<file path="config.mk">
export PLATFORM = sky130hd
export DESIGN_NAME = ceru_core
export DESIGN_NICKNAME = d
export VERILOG_FILES = /design/src/ceru_pkg.sv /design/src/ceru_core.sv
export VERILOG_INCLUDE_DIRS = /design/src
export SDC_FILE = /design/constraint.sdc
export NUM_CORES = 1
export LEC_CHECK = 0
export BUFFER_PORTS_ARGS = -buffer_cell sky130_fd_sc_hd__buf_2
export CAP_MARGIN = 40
export CELL_PAD_IN_SITES_DETAIL_PLACEMENT = 0
export CELL_PAD_IN_SITES_GLOBAL_PLACEMENT = 1
export CORE_UTILIZATION = 38
export CTS_CLUSTER_DIAMETER = 60
export DETAILED_ROUTE_END_ITERATION = 10
export HOLD_SLACK_MARGIN = 0.1
export PLACE_DENSITY = 0.84
export SLEW_MARGIN = 30
export SYNTH_ARGS = -nofsm -noshare
export SYNTH_HDL_FRONTEND = slang
export SYNTH_SLANG_ARGS = --single-unit
</file>
<file path="constraint.sdc">
create_clock -name hclk -period 2.6 [get_ports hclk]
set_clock_uncertainty 0.1 [all_clocks]
set_input_delay 0.52 -clock hclk [delete_from_list [all_inputs] [get_ports hclk]]
set_output_delay 0.52 -clock hclk [all_outputs]
set_load 0.03 [all_outputs]
</file>
<file path="src/ceru_consts.svh">
/*
 * Constants of the exception and reset unit: register offsets, field
 * positions, reset values, handler vectors and exception codes.
 * Assumes inclusion by bare name from the core, the checker and the bench.
 */
`ifndef CERU_CONSTS_SVH
`define CERU_CONSTS_SVH

// --------------------
// Register offsets (byte addresses, one aligned word each)
// --------------------
`define CERU_OFS_STATUS      8'h00
`define CERU_OFS_CAUSE       8'h04
`define CERU_OFS_IRQ_PC      8'h08
`define CERU_OFS_IRQ_STATUS  8'h0c
`define CERU_OFS_NMI_PC      8'h10
`define CERU_OFS_NMI_STATUS  8'h14
`define CERU_OFS_DBG_PC      8'h18
`define CERU_OFS_DBG_STATUS  8'h1c
`define CERU_OFS_DBG_IF      8'h20
`define CERU_OFS_FETCH_PC    8'h24

// --------------------
// Field positions
// --------------------
`define CERU_ID_BIT          5
`define CERU_EP_BIT          6
`define CERU_NP_BIT          7
`define CERU_DM_BIT          0

// --------------------
// Reset values and masks
// --------------------
`define CERU_STATUS_RST      32'h0000_0020
`define CERU_DBG_IF_RST      32'h0000_0040
`define CERU_CAUSE_RST       32'h0000_0000
`define CERU_BOOT_PC         32'h0000_0000
`define CERU_SAVE_ST_MASK    32'h0000_0fff

// --------------------
// Handler vectors and exception codes
// --------------------
`define CERU_VEC_TRAP0       32'h0000_0040
`define CERU_VEC_TRAP1       32'h0000_0050
`define CERU_VEC_DEBUG       32'h0000_0060
`define CERU_CODE_TRAP_BASE  16'h0040
`define CERU_ILL_OPCODE      6'h3f
`define CERU_ILL_SUB_MIN     4'h7
`define CERU_ILL_PC_STEP     32'h0000_0004

`endif

</file>
<file path="src/ceru_pkg.sv">
/*
 * Types of the exception and reset unit: the execute-stage request
 * carrier, the fetch redirect carrier, states and event kinds.
 * Assumes ceru_consts.svh is on the include path.
 */
`default_nettype none

package ceru_pkg;

    // Instruction class handed over by the decoder at execute
    typedef enum logic [2:0] {
        CERU_OP_OTHER = 3'h0,
        CERU_OP_TRAP = 3'h1,
        CERU_OP_DBREAK = 3'h2,
        CERU_OP_IRET = 3'h3,
        CERU_OP_DRET = 3'h4
    } ceru_op_t;

    typedef struct packed {
        logic valid;
        ceru_op_t op;
        logic [4:0] trap_vec;
        logic [31:0] instr;
        logic [31:0] pc;
        logic [31:0] next_pc;
    } ceru_exec_t;

    typedef struct packed {
        logic valid;
        logic [31:0] pc;
    } ceru_redirect_t;

    typedef enum logic [1:0] {
        CERU_BOOT = 2'b01,
        CERU_RUN = 2'b10
    } ceru_state_t;

    typedef enum logic [2:0] {
        CERU_EV_NONE = 3'h0,
        CERU_EV_SWX = 3'h1,
        CERU_EV_DBG = 3'h2,
        CERU_EV_IRET = 3'h3,
        CERU_EV_DRET = 3'h4,
        CERU_EV_NMI = 3'h5,
        CERU_EV_IRQ = 3'h6
    } ceru_event_t;

endpackage : ceru_pkg

`default_nettype wire

</file>
<file path="src/ceru_core.sv">
/*
 * Exception sequencing and reset behaviour of the CPU core: trap entry,
 * illegal-opcode and debug trap entry, the two return instructions,
 * maskable and non-maskable acceptance gating, save registers and the
 * start address, with software access over an AHB-Lite slave port.
 * Assumes the pipeline presents at most one executing instruction per
 * cycle, holds it for one cycle only, and flushes on every redirect.
 */
// The address map and the AHB-Lite interface to the registers are this design's own decisions.
`default_nettype none
`include "ceru_consts.svh"

// Function
// RULE1 - Trap always raises a software exception
// RULE2 - Trap saves pc and status into irq pair
// RULE3 - Trap writes code into low cause half
// RULE4 - Trap sets exception and disable flags
// RULE5 - Trap jumps to 40h or 50h by group
// RULE6 - Opcode 3fh, sub 7h..fh, bit16 zero is illegal
// RULE7 - Illegal or debug trap saves into debug pair
// RULE8 - Illegal or debug trap sets busy, exception, disable flags
// RULE9 - Illegal or debug trap sets debug mode
// RULE10 - Illegal and debug traps jump to 60h
// RULE11 - Illegal trap saves offending address plus four
// RULE12 - Break instruction or function trap raises debug trap
// RULE13 - Debug trap support is a build option
// RULE14 - Return uses nmi pair if exception 0, busy 1
// RULE15 - Software sets flags just before the return
// RULE16 - Third nmi accepted while busy
// RULE17 - Debug return reloads debug pair
// RULE18 - Debug return clears debug mode
// RULE19 - Low reset holds core at reset values
// RULE20 - First fetch after reset at zero
// RULE21 - Reset status word is 20h
// RULE22 - Reset debug interface register is 40h
// RULE23 - Maskable requests wait while busy or disabled
// RULE24 - Software exception code is 004nh or 005nh
module ceru_core #(
    parameter bit DEBUG_TRAP_EN = 1'b1
) (
    input wire logic hclk,
    input wire logic hresetn,
    input wire logic hsel,
    input wire logic [31:0] haddr,
    input wire logic [1:0] htrans,
    input wire logic hwrite,
    input wire logic [2:0] hsize,
    input wire logic [31:0] hwdata,
    input wire logic hready,
    output var logic hreadyout,
    output var logic [31:0] hrdata,
    output var logic hresp,
    input wire ceru_pkg::ceru_exec_t exec_req,
    input wire logic [31:0] resume_pc,
    input wire logic dbg_func_trap,
    input wire logic irq_req,
    input wire logic [15:0] irq_code,
    input wire logic [2:0] nmi_req,
    output var ceru_pkg::ceru_redirect_t redirect,
    output var logic irq_ack,
    output var logic [2:0] nmi_ack,
    output var logic illegal_seen,
    output var logic [31:0] status_word,
    output var logic [31:0] dbg_if_reg
);

    // --------------------
    // Helpers
    // --------------------

    // Illegal opcode pattern
    function automatic logic is_illegal(input logic [31:0] ins);
        is_illegal = (ins[10:5] == `CERU_ILL_OPCODE) &&
                     (ins[26:23] >= `CERU_ILL_SUB_MIN) && !ins[16]; // see RULE6
    endfunction : is_illegal

    // 0 for a mapped aligned word, or 1 in miss for anything else
    function automatic logic reg_miss(input logic [31:0] a);
        reg_miss = (a[31:8] != 24'h00_0000) || (a[1:0] != 2'b00) ||
                   (a[7:0] > `CERU_OFS_FETCH_PC);
    endfunction : reg_miss

    // --------------------
    // State
    // --------------------
    ceru_pkg::ceru_state_t state;
    logic [31:0] cause_reg;
    logic [31:0] irq_return_pc;
    logic [31:0] irq_return_status;
    logic [31:0] nmi_return_pc;
    logic [31:0] nmi_return_status;
    logic [31:0] dbg_return_pc;
    logic [31:0] dbg_return_status;
    logic [31:0] fetch_pc;
    logic bus_pend;
    logic bus_wr;
    logic [7:0] bus_addr;
    logic bus_miss;

    ceru_pkg::ceru_event_t ev;
    logic [31:0] ev_save_pc;
    logic [31:0] ev_target;
    logic [2:0] nmi_take;
    logic [15:0] nmi_code;
    logic ev_illegal;
    logic nmi_busy;
    logic irq_off;
    logic bus_wr_now;

    assign nmi_busy = status_word[`CERU_NP_BIT];
    assign irq_off = status_word[`CERU_NP_BIT] || status_word[`CERU_ID_BIT];
    assign bus_wr_now = bus_pend && bus_wr && !bus_miss;

    // --------------------
    // Event selection
    // --------------------

    // Non-maskable pick: lowest index first; the third bypasses busy
    always_comb begin
        nmi_take = 3'b000;
        nmi_code = 16'h0000;
        if (nmi_req[0] && !nmi_busy) begin
            nmi_take = 3'b001;
            nmi_code = 16'h0010;
        end else if (nmi_req[1] && !nmi_busy) begin
            nmi_take = 3'b010;
            nmi_code = 16'h0020;
        end else if (nmi_req[2]) begin
            nmi_take = 3'b100; // see RULE16
            nmi_code = 16'h0030;
        end
    end

    // Synchronous exceptions beat asynchronous requests
    always_comb begin
        ev = ceru_pkg::CERU_EV_NONE;
        ev_save_pc = resume_pc;
        ev_target = fetch_pc;
        ev_illegal = 1'b0;
        if (state != ceru_pkg::CERU_RUN) begin
            ev = ceru_pkg::CERU_EV_NONE;
        end else if (exec_req.valid) begin
            ev_save_pc = exec_req.next_pc;
            case (exec_req.op)
                ceru_pkg::CERU_OP_TRAP: begin
                    ev = ceru_pkg::CERU_EV_SWX; // see RULE1
                    ev_target = exec_req.trap_vec[4] ?
                                `CERU_VEC_TRAP1 : `CERU_VEC_TRAP0; // see RULE5
                end
                ceru_pkg::CERU_OP_DBREAK: begin
                    if (DEBUG_TRAP_EN) begin // see RULE13
                        ev = ceru_pkg::CERU_EV_DBG; // see RULE12
                        ev_target = `CERU_VEC_DEBUG;
                    end
                end
                ceru_pkg::CERU_OP_IRET: begin
                    ev = ceru_pkg::CERU_EV_IRET;
                    // Flags set by software just before the return steer the pick
                    if (!status_word[`CERU_EP_BIT] && status_word[`CERU_NP_BIT]) begin
                        ev_target = nmi_return_pc; // see RULE14, RULE15
                    end else begin
                        ev_target = irq_return_pc; // see RULE14
                    end
                end
                ceru_pkg::CERU_OP_DRET: begin
                    ev = ceru_pkg::CERU_EV_DRET;
                    ev_target = dbg_return_pc; // see RULE17
                end
                default: begin
                    if (is_illegal(exec_req.instr)) begin
                        ev = ceru_pkg::CERU_EV_DBG;
                        ev_illegal = 1'b1;
                        ev_target = `CERU_VEC_DEBUG; // see RULE10
                        ev_save_pc = exec_req.pc + `CERU_ILL_PC_STEP; // see RULE11
                    end
                end
            endcase
        end else if (dbg_func_trap && DEBUG_TRAP_EN) begin
            ev = ceru_pkg::CERU_EV_DBG; // see RULE12, RULE13
            ev_target = `CERU_VEC_DEBUG;
        end else if (nmi_take != 3'b000) begin
            ev = ceru_pkg::CERU_EV_NMI;
            ev_target = {16'h0000, nmi_code};
        end else if (irq_req && !irq_off) begin
            ev = ceru_pkg::CERU_EV_IRQ; // see RULE23
            ev_target = {16'h0000, irq_code};
        end
    end

    // --------------------
    // Boot sequencing
    // --------------------

    // One boot cycle after release lets the redirect to zero go out first
    always_ff @(posedge hclk or negedge hresetn) begin
        if (!hresetn) begin
            state <= ceru_pkg::CERU_BOOT; // see RULE19
        end else begin
            case (state)
                ceru_pkg::CERU_BOOT: state <= ceru_pkg::CERU_RUN;
                ceru_pkg::CERU_RUN: state <= ceru_pkg::CERU_RUN;
                default: state <= ceru_pkg::CERU_BOOT;
            endcase
        end
    end

    // --------------------
    // Fetch redirect and acknowledges
    // --------------------
    always_ff @(posedge hclk or negedge hresetn) begin
        if (!hresetn) begin
            redirect <= '0;
            fetch_pc <= `CERU_BOOT_PC;
        end else if (state == ceru_pkg::CERU_BOOT) begin
            redirect.valid <= 1'b1;
            redirect.pc <= `CERU_BOOT_PC; // see RULE20
            fetch_pc <= `CERU_BOOT_PC;
        end else begin
            redirect.valid <= (ev != ceru_pkg::CERU_EV_NONE);
            if (ev != ceru_pkg::CERU_EV_NONE) begin
                redirect.pc <= ev_target;
                fetch_pc <= ev_target;
            end
        end
    end

    // Acknowledge pulses let the request sources drop their lines
    always_ff @(posedge hclk or negedge hresetn) begin
        if (!hresetn) begin
            irq_ack <= 1'b0;
            nmi_ack <= 3'b000;
            illegal_seen <= 1'b0;
        end else begin
            irq_ack <= (ev == ceru_pkg::CERU_EV_IRQ);
            nmi_ack <= (ev == ceru_pkg::CERU_EV_NMI) ? nmi_take : 3'b000;
            illegal_seen <= ev_illegal;
        end
    end

    // --------------------
    // Status word
    // --------------------

    // Hardware events win over a bus write in the same cycle
    always_ff @(posedge hclk or negedge hresetn) begin
        if (!hresetn) begin
            status_word <= `CERU_STATUS_RST; // see RULE21
        end else begin
            case (ev)
                ceru_pkg::CERU_EV_SWX: begin
                    status_word[`CERU_EP_BIT] <= 1'b1; // see RULE4
                    status_word[`CERU_ID_BIT] <= 1'b1;
                end
                ceru_pkg::CERU_EV_DBG: begin
                    status_word[`CERU_NP_BIT] <= 1'b1; // see RULE8
                    status_word[`CERU_EP_BIT] <= 1'b1;
                    status_word[`CERU_ID_BIT] <= 1'b1;
                end
                ceru_pkg::CERU_EV_NMI: begin
                    status_word[`CERU_NP_BIT] <= 1'b1;
                    status_word[`CERU_EP_BIT] <= 1'b0;
                    status_word[`CERU_ID_BIT] <= 1'b1;
                end
                ceru_pkg::CERU_EV_IRQ: begin
                    status_word[`CERU_EP_BIT] <= 1'b0;
                    status_word[`CERU_ID_BIT] <= 1'b1;
                end
                ceru_pkg::CERU_EV_IRET: begin
                    if (!status_word[`CERU_EP_BIT] && status_word[`CERU_NP_BIT]) begin
                        status_word <= nmi_return_status; // see RULE14
                    end else begin
                        status_word <= irq_return_status;
                    end
                end
                ceru_pkg::CERU_EV_DRET: status_word <= dbg_return_status; // see RULE17
                default: begin
                    if (bus_wr_now && bus_addr == `CERU_OFS_STATUS) begin
                        status_word <= hwdata & `CERU_SAVE_ST_MASK;
                    end
                end
            endcase
        end
    end

    // --------------------
    // Debug interface register
    // --------------------
    always_ff @(posedge hclk or negedge hresetn) begin
        if (!hresetn) begin
            dbg_if_reg <= `CERU_DBG_IF_RST; // see RULE22
        end else if (ev == ceru_pkg::CERU_EV_DBG) begin
            dbg_if_reg[`CERU_DM_BIT] <= 1'b1; // see RULE9
        end else if (ev == ceru_pkg::CERU_EV_DRET) begin
            dbg_if_reg[`CERU_DM_BIT] <= 1'b0; // see RULE18
        end else if (bus_wr_now && bus_addr == `CERU_OFS_DBG_IF) begin
            dbg_if_reg <= hwdata;
        end
    end

    // --------------------
    // Cause register
    // --------------------
    always_ff @(posedge hclk or negedge hresetn) begin
        if (!hresetn) begin
            cause_reg <= `CERU_CAUSE_RST;
        end else if (ev == ceru_pkg::CERU_EV_SWX) begin
            // Group and number fold into 004n or 005n
            cause_reg[15:0] <= `CERU_CODE_TRAP_BASE +
                               {11'h000, exec_req.trap_vec}; // see RULE3, RULE24
        end else if (ev == ceru_pkg::CERU_EV_IRQ) begin
            cause_reg[15:0] <= irq_code;
        end else if (ev == ceru_pkg::CERU_EV_NMI) begin
            cause_reg[31:16] <= nmi_code;
        end else if (bus_wr_now && bus_addr == `CERU_OFS_CAUSE) begin
            cause_reg <= hwdata;
        end
    end

    // --------------------
    // Save registers
    // --------------------

    // Maskable and software exception saves share one pair
    always_ff @(posedge hclk or negedge hresetn) begin
        if (!hresetn) begin
            irq_return_pc <= 32'h0000_0000;
            irq_return_status <= 32'h0000_0000;
        end else if (ev == ceru_pkg::CERU_EV_SWX || ev == ceru_pkg::CERU_EV_IRQ) begin
            irq_return_pc <= ev_save_pc; // see RULE2
            irq_return_status <= status_word & `CERU_SAVE_ST_MASK;
        end else if (bus_wr_now && bus_addr == `CERU_OFS_IRQ_PC) begin
            irq_return_pc <= hwdata;
        end else if (bus_wr_now && bus_addr == `CERU_OFS_IRQ_STATUS) begin
            irq_return_status <= hwdata & `CERU_SAVE_ST_MASK;
        end
    end

    always_ff @(posedge hclk or negedge hresetn) begin
        if (!hresetn) begin
            nmi_return_pc <= 32'h0000_0000;
            nmi_return_status <= 32'h0000_0000;
        end else if (ev == ceru_pkg::CERU_EV_NMI) begin
            nmi_return_pc <= ev_save_pc;
            nmi_return_status <= status_word & `CERU_SAVE_ST_MASK;
        end else if (bus_wr_now && bus_addr == `CERU_OFS_NMI_PC) begin
            nmi_return_pc <= hwdata;
        end else if (bus_wr_now && bus_addr == `CERU_OFS_NMI_STATUS) begin
            nmi_return_status <= hwdata & `CERU_SAVE_ST_MASK;
        end
    end

    // Only one debug pair: a nested debug trap overwrites it
    always_ff @(posedge hclk or negedge hresetn) begin
        if (!hresetn) begin
            dbg_return_pc <= 32'h0000_0000;
            dbg_return_status <= 32'h0000_0000;
        end else if (ev == ceru_pkg::CERU_EV_DBG) begin
            dbg_return_pc <= ev_save_pc; // see RULE7
            dbg_return_status <= status_word & `CERU_SAVE_ST_MASK;
        end else if (bus_wr_now && bus_addr == `CERU_OFS_DBG_PC) begin
            dbg_return_pc <= hwdata;
        end else if (bus_wr_now && bus_addr == `CERU_OFS_DBG_STATUS) begin
            dbg_return_status <= hwdata & `CERU_SAVE_ST_MASK;
        end
    end

    // --------------------
    // AHB-Lite slave
    // --------------------

    // Address phase capture; one wait state keeps hrdata a flop output
    always_ff @(posedge hclk or negedge hresetn) begin
        if (!hresetn) begin
            bus_pend <= 1'b0;
            bus_wr <= 1'b0;
            bus_addr <= 8'h00;
            bus_miss <= 1'b0;
        end else if (hsel && htrans[1] && hready) begin
            bus_pend <= 1'b1;
            bus_wr <= hwrite;
            bus_addr <= haddr[7:0];
            bus_miss <= reg_miss(haddr) || (hsize != 3'h2);
        end else begin
            bus_pend <= 1'b0;
        end
    end

    // Response: wait one cycle, then finish with data; always OKAY
    always_ff @(posedge hclk or negedge hresetn) begin
        if (!hresetn) begin
            hreadyout <= 1'b1;
            hrdata <= 32'h0000_0000;
            hresp <= 1'b0;
        end else begin
            hresp <= 1'b0;
            if (hsel && htrans[1] && hready) begin
                hreadyout <= 1'b0;
            end else begin
                hreadyout <= 1'b1;
            end
            if (bus_pend && !bus_wr && !bus_miss) begin
                case (bus_addr)
                    `CERU_OFS_STATUS: hrdata <= status_word;
                    `CERU_OFS_CAUSE: hrdata <= cause_reg;
                    `CERU_OFS_IRQ_PC: hrdata <= irq_return_pc;
                    `CERU_OFS_IRQ_STATUS: hrdata <= irq_return_status;
                    `CERU_OFS_NMI_PC: hrdata <= nmi_return_pc;
                    `CERU_OFS_NMI_STATUS: hrdata <= nmi_return_status;
                    `CERU_OFS_DBG_PC: hrdata <= dbg_return_pc;
                    `CERU_OFS_DBG_STATUS: hrdata <= dbg_return_status;
                    `CERU_OFS_DBG_IF: hrdata <= dbg_if_reg;
                    `CERU_OFS_FETCH_PC: hrdata <= fetch_pc;
                    default: hrdata <= 32'h0000_0000;
                endcase
            end else if (bus_pend) begin
                hrdata <= 32'h0000_0000; // Unmapped and writes read as zero
            end
        end
    end

endmodule : ceru_core

`default_nettype wire

</file>
# Word level (Yosys, flattened, before mapping)
# Cells that the tools add are included.
[totals] ff_bits=404 in_bits=232 out_inout_bits=136
[op_classes] add_sub_neg=2 n_lt_le_gt_ge=2 n_eq_ne=28 mux=69 bitwise=6 n_reduce_logical=66
[op_table] operator="32-bit 2-to-1 mux" n=33
[op_table] operator="32-bit one-hot mux with 10 select lines" n=1
[op_table] operator="32-bit one-hot mux with 4 select lines" n=1
[op_table] operator="16-bit 2-to-1 mux" n=6
[op_table] operator="24-bit one-hot mux with 3 select lines" n=1
[op_table] operator="33-bit 2-to-1 mux" n=1
[op_table] operator="32-bit by 3-bit adder with 32-bit output (second input constant)" n=1
[op_table] operator="8-bit by 5-bit equality test with 1-bit output (second input constant)" n=4
[op_table] operator="3-bit 2-to-1 mux" n=9
[op_table] operator="24-bit nonzero test" n=1
[op_table] operator="1-bit logical AND" n=21
[op_table] operator="2-bit nonzero test" n=10
[op_table] operator="8-bit by 4-bit equality test with 1-bit output (second input constant)" n=2
[op_table] operator="8-bit by 6-bit equality test with 1-bit output (second input constant)" n=2
[op_table] operator="5-bit one-hot mux with 3 select lines" n=1
[op_table] operator="3-bit nonzero test" n=5
[op_table] operator="3-bit by 2-bit equality test with 1-bit output (second input constant)" n=4
[op_table] operator="3-bit equality test (second input constant)" n=4
[op_table] operator="3-bit one-hot mux with 4 select lines" n=1
[op_table] operator="2-bit AND reduction" n=6
[op_table] operator="2-bit OR reduction" n=5
[op_table] operator="1-bit 2-to-1 mux" n=9
[op_table] operator="7-bit by 5-bit adder with 8-bit output (first input constant)" n=1
[op_table] operator="8-bit by 3-bit equality test with 1-bit output (second input constant)" n=1
[op_table] operator="21 further kinds" n=43

# Longest topological paths before layout
[depth] word_depth=13 depth_mapped=13

# Worst setup path before layout
# OpenSTA, ideal clock, no wires.
[synth_timing] kind="input to register" start="input port exec_req[80] in the netlist's numbering" end="register status_word[10]" setup_ns=0.129 arrival_time_ns=3.032 path_slack_ns=-0.661 stages=12 n_path_buf=1 path_cell_list="nand4b_1 or3_1 inv_1 o22ai_1 nand2_1 nand3_1 ha_1 and3_1 a311o_1 o31ai_2 buf_2 o21ai_0"
[synth_between] elab_chain_len=10 elab_cells_between_ends=17
[synth_rtl] element="from (decl)" line_no="ceru_core.sv:53" text="input wire ceru_pkg::ceru_exec_t exec_req,"
[synth_rtl] element="1-bit zero test *" line_no="ceru_core.sv:74" text="(ins[26:23] >= `CERU_ILL_SUB_MIN) && !ins[16];"
[synth_rtl] element="1-bit logical AND *" line_no="ceru_core.sv:73" text="is_illegal = (ins[10:5] == `CERU_ILL_OPCODE) &&"
[synth_rtl] element="2-bit 2-to-1 mux *" line_no="ceru_core.sv:170" text="if (is_illegal(exec_req.instr)) begin"
[synth_rtl] element="3-bit one-hot mux with 4 select lines *" line_no="ceru_core.sv:144" text="case (exec_req.op)"
[synth_rtl] element="3-bit 2-to-1 mux *" line_no="ceru_core.sv:142" text="end else if (exec_req.valid) begin"
[synth_rtl] element="3-bit 2-to-1 mux *" line_no="ceru_core.sv:140" text="if (state != ceru_pkg::CERU_RUN) begin"
[synth_rtl] element="branches (longest 4 deep; another with 24-bit one-hot mux with 3 select lines)"
[synth_rtl] element="to (signal assigned)" line_no="ceru_core.sv:247" text="status_word <= `CERU_STATUS_RST;"
[synth_rtl] element="to (signal assigned)" line_no="ceru_core.sv:270" text="status_word <= nmi_return_status;"
[synth_rtl] element="to (signal assigned)" line_no="ceru_core.sv:272" text="status_word <= irq_return_status;"
[synth_rtl] element="to (decl)" line_no="ceru_core.sv:63" text="output var logic [31:0] status_word,"
# Mark *: on every way between the ends.
# A chain may end at the register's enable or synchronous reset.

# Final worst setup path
[layout_timing] start="input port exec_req[80] in the netlist's numbering" end="register status_word[9]"
# The elaborated chain is that of the path after synthesis.

==> metrics <==
run status=finished with violations; failing checks=setup timing; drt wl/cell=24.07 um; Hold Vio Cnt, Final=0; Sequential cell area=7312 um2; initial core utilization=38.60%; clk root buf=clkbuf_16; flops & latches, synth=292; worst rel slew slack=52.12%; post-synth top area cell=dfrtp_1; top cells by area, synth=dfrtp_1 (42%), mux2i_1 (8.5%), nand2_1 (7.1%); fillers=4155; Post-synth ARST share=100.0%; DP HPWL=51270 um; global-route wire length before repair=106100 um; Static Leak=between 10 and 15 nW; DRC viols=0; hold path endpoint=cause_reg[13]; Slew @ Worst Pin=just over 700 ps; f_max=363.0 MHz; worst skew pair latency=about 530 ps; CP Cell Sequence=buf_6 > nand4b_1 > or3_4 > inv_2 > o22ai_2 > nand2_2 > nand3_4 > ha_4 > and3_4 > a311o_2 > buf_6 > o31ai_4 > buf_6 > buf_6 > nand2_2 > o21ai_1; Min-Delay Path Depth=3; Max clock buf depth=3; initial antenna violation count=4; multi-input combinational cell area=9255 um2; Sink Count=292; Setup crit end kind=flop; PortBufs=324; FF-to-FF path depth=14; Post-Syn Area=17070 um2; CP peak stage delay=roughly 420 ps; RSZ-0062 raised after global routing=true; Bufs and invs on worst path=5; Hold Crit Class=in2reg; Top FF cell, synth=dfrtp_1; Final Routed Wirelength=between 70000 and 80000 um; cells after synthesis=1888; setup slack, reg-to-reg=-140 ps; CP Launch Type=input port; total gr overflow=0; CP delay by family, top=simple AND/OR/NAND/NOR gates; Worst EP required=between 2000 and 3000 ps; Max FO, Critical Path=7; critical path arrival=approximately 3100 ps; GP Congestion=0.9611; post-synth cell types=76; most common cell after layout, fill and taps aside=buf_2; Die W=213.9 um; Placed Area=20810 um2; maximum vdd drop=~0.00041 V; vias in the first global route=17154; GRT Util Overall=30.09%; Final setup viols=42; Final Total Pwr=roughly 17 mW; Slew Limit Fails=0; layout cell share with drive strength beyond 1=31.56%; htree depth=2; Hold Crit Start=irq_code[13]; Post-synth EDFFs=0; hold slack=114.8 ps; power density over the cells=around 760 nW/um2; routed vias=roughly 17000; CTS tree=built; max reg flops=33; CP Depth=16; final worst slack=-154.5 ps; Core Box Area=44220 um2; register area share after synthesis=a little over two fifths; Max Cap Viol=0; Tmin final=2754 ps; Vias/cell=5.945; TritonCTS buffer count=34; initial drt markers=1693; Yosys top cell area share=between 40% and 50%; Worst R2R End=status_word[9]; final core occ=approximately half; critical path's most frequent cell=buf_6; Ports=~370; Layout area overhead=31.00%; Crit Path Category=in2reg; clk slew on worst S/H paths=60 ps; Core Rows=77; NumNets Final=~2500; fin crit share=105.9%; drt first pass iters=6; largest register by flop count=redirect; Avg Cell Area, Syn=9.041 um2; Die Y=213.9 um; Worst R2R Start=status_word[7]; Warnings, synthesis=0; most frequent cells in the layout=buf_2 (322), nand2_1 (309), dfrtp_1 (288), buf_4 (182), mux2i_1 (144); pin count of the biggest net entering global routing=between 50 and 60; TNS Setup=-3176 ps; CP max-delay cell=or3_4; Post-DRT Antenna Nets=0; final instance area=between 20000 and 25000 um2; DIE AREA=45770 um2
## logic make-up (layout without fill, tap and decap cells)
family	count (synthesis)	count (layout)	share of synthesized area, %
AO/OA/AOI/OAI	555	555	21.29
XOR/XNOR	16	16	0.8210
flip-flops	292	292	42.84
multiplexers	209	209	12.79
buffers and inverters	210	634	5.659
adder cells (fa/ha/maj)	7	7	0.5131
AND/OR/NAND/NOR	598	598	16.07
other	1	23	0.02197
## metal layers
layer	global-route usage, %	up-vias	share of wire [%]
met2	47.35	1014	46
li1	-	7729	-
met4	13.33	4	4.3
met1	40.41	8437	41
met5	0	-	0.031
met3	5.402	211	9.0
## where the power goes
group	leakage (nW)	internal, mW	switching [mW]
Sequential	3.59	5.66	1.20
Clock	0.601	3.31	2.01
Combinational	5.94	1.96	2.76
Total	10.1	10.9	5.97
## worst register-to-register path, stage by stage (launching register included)
cell     delay (ps)
dfrtp_1         420
nor2_2          140
nor2_1           60
nor3_1          140
o21a_1          160
inv_2            60
ha_4            170
and3_4          180
a311o_2         390
buf_6           150
o31ai_4         240
buf_6           170
buf_6           140
nand2_2          60
o21ai_1          80
## synth_stat cells (all sizes together), types with 6 or more instances
cell and n:
nand2 325, dfrtp 288, mux2i 145, a21oi 139, o21ai 128, clkbuf 95, nor2 88, buf 86
a22oi 78, mux2 63, o31ai 39, and3 38, nand3 37, a221oi 33, a31oi 30, nand4 28
inv 27, o2bb2ai 26, nor3 18, a211oi 12, nor4 11, a32oi 10, or4 10, nor2b 9
o22ai 8, xnor2 8, xor2 8, a222oi 7, ha 7, a22o 6, nor4b 6, or3 6
## how the worst max path moves through the flow
stage / slack [ps] / end / start
2_1_floorplan: -460 / dbg_if_reg[11] / exec_req[80]
3_3_place_gp: -550 / status_word[11] / exec_req[80]
3_5_place_dp: -630 / status_word[9] / exec_req[80]
4_1_cts: -30 / status_word[9] / exec_req[80]
5_1_grt: -230 / status_word[1] / exec_req[80]
6_report: -150 / status_word[9] / exec_req[80]
## cell type report
cell class,count,share of cell area [%]
repair buffers,544,16.53
flip-flops and latches,292,32.70
inverters,29,0.5204
well taps,592,3.312
clock buffers,47,4.487
multi-input cells,1406,41.39
clock inverters,14,1.041
diodes,2,0.02238
## stage by stage
stage               instances  setup slack (ps)
floorplan                1908            -457.5
global placement         2853            -549.9
detailed placement       2853            -630.8
CTS                      2921            -26.74
global route             2926            -226.2
finish                   2926            -154.5
## repair_timing
| action | 4_1_cts | 5_1_grt |
|---|---|---|
| buffers inserted | 4 | 4 |
| resized for setup | 23 | 45 |
| pin swaps | 1 | 12 |
| hold buffers | 2 | 0 |
| hold endpoints to repair | 44 | 0 |
| setup endpoints to repair | 75 | 141 |
| cloned | 1 | 2 |
(Power assumes the default switching activity.)
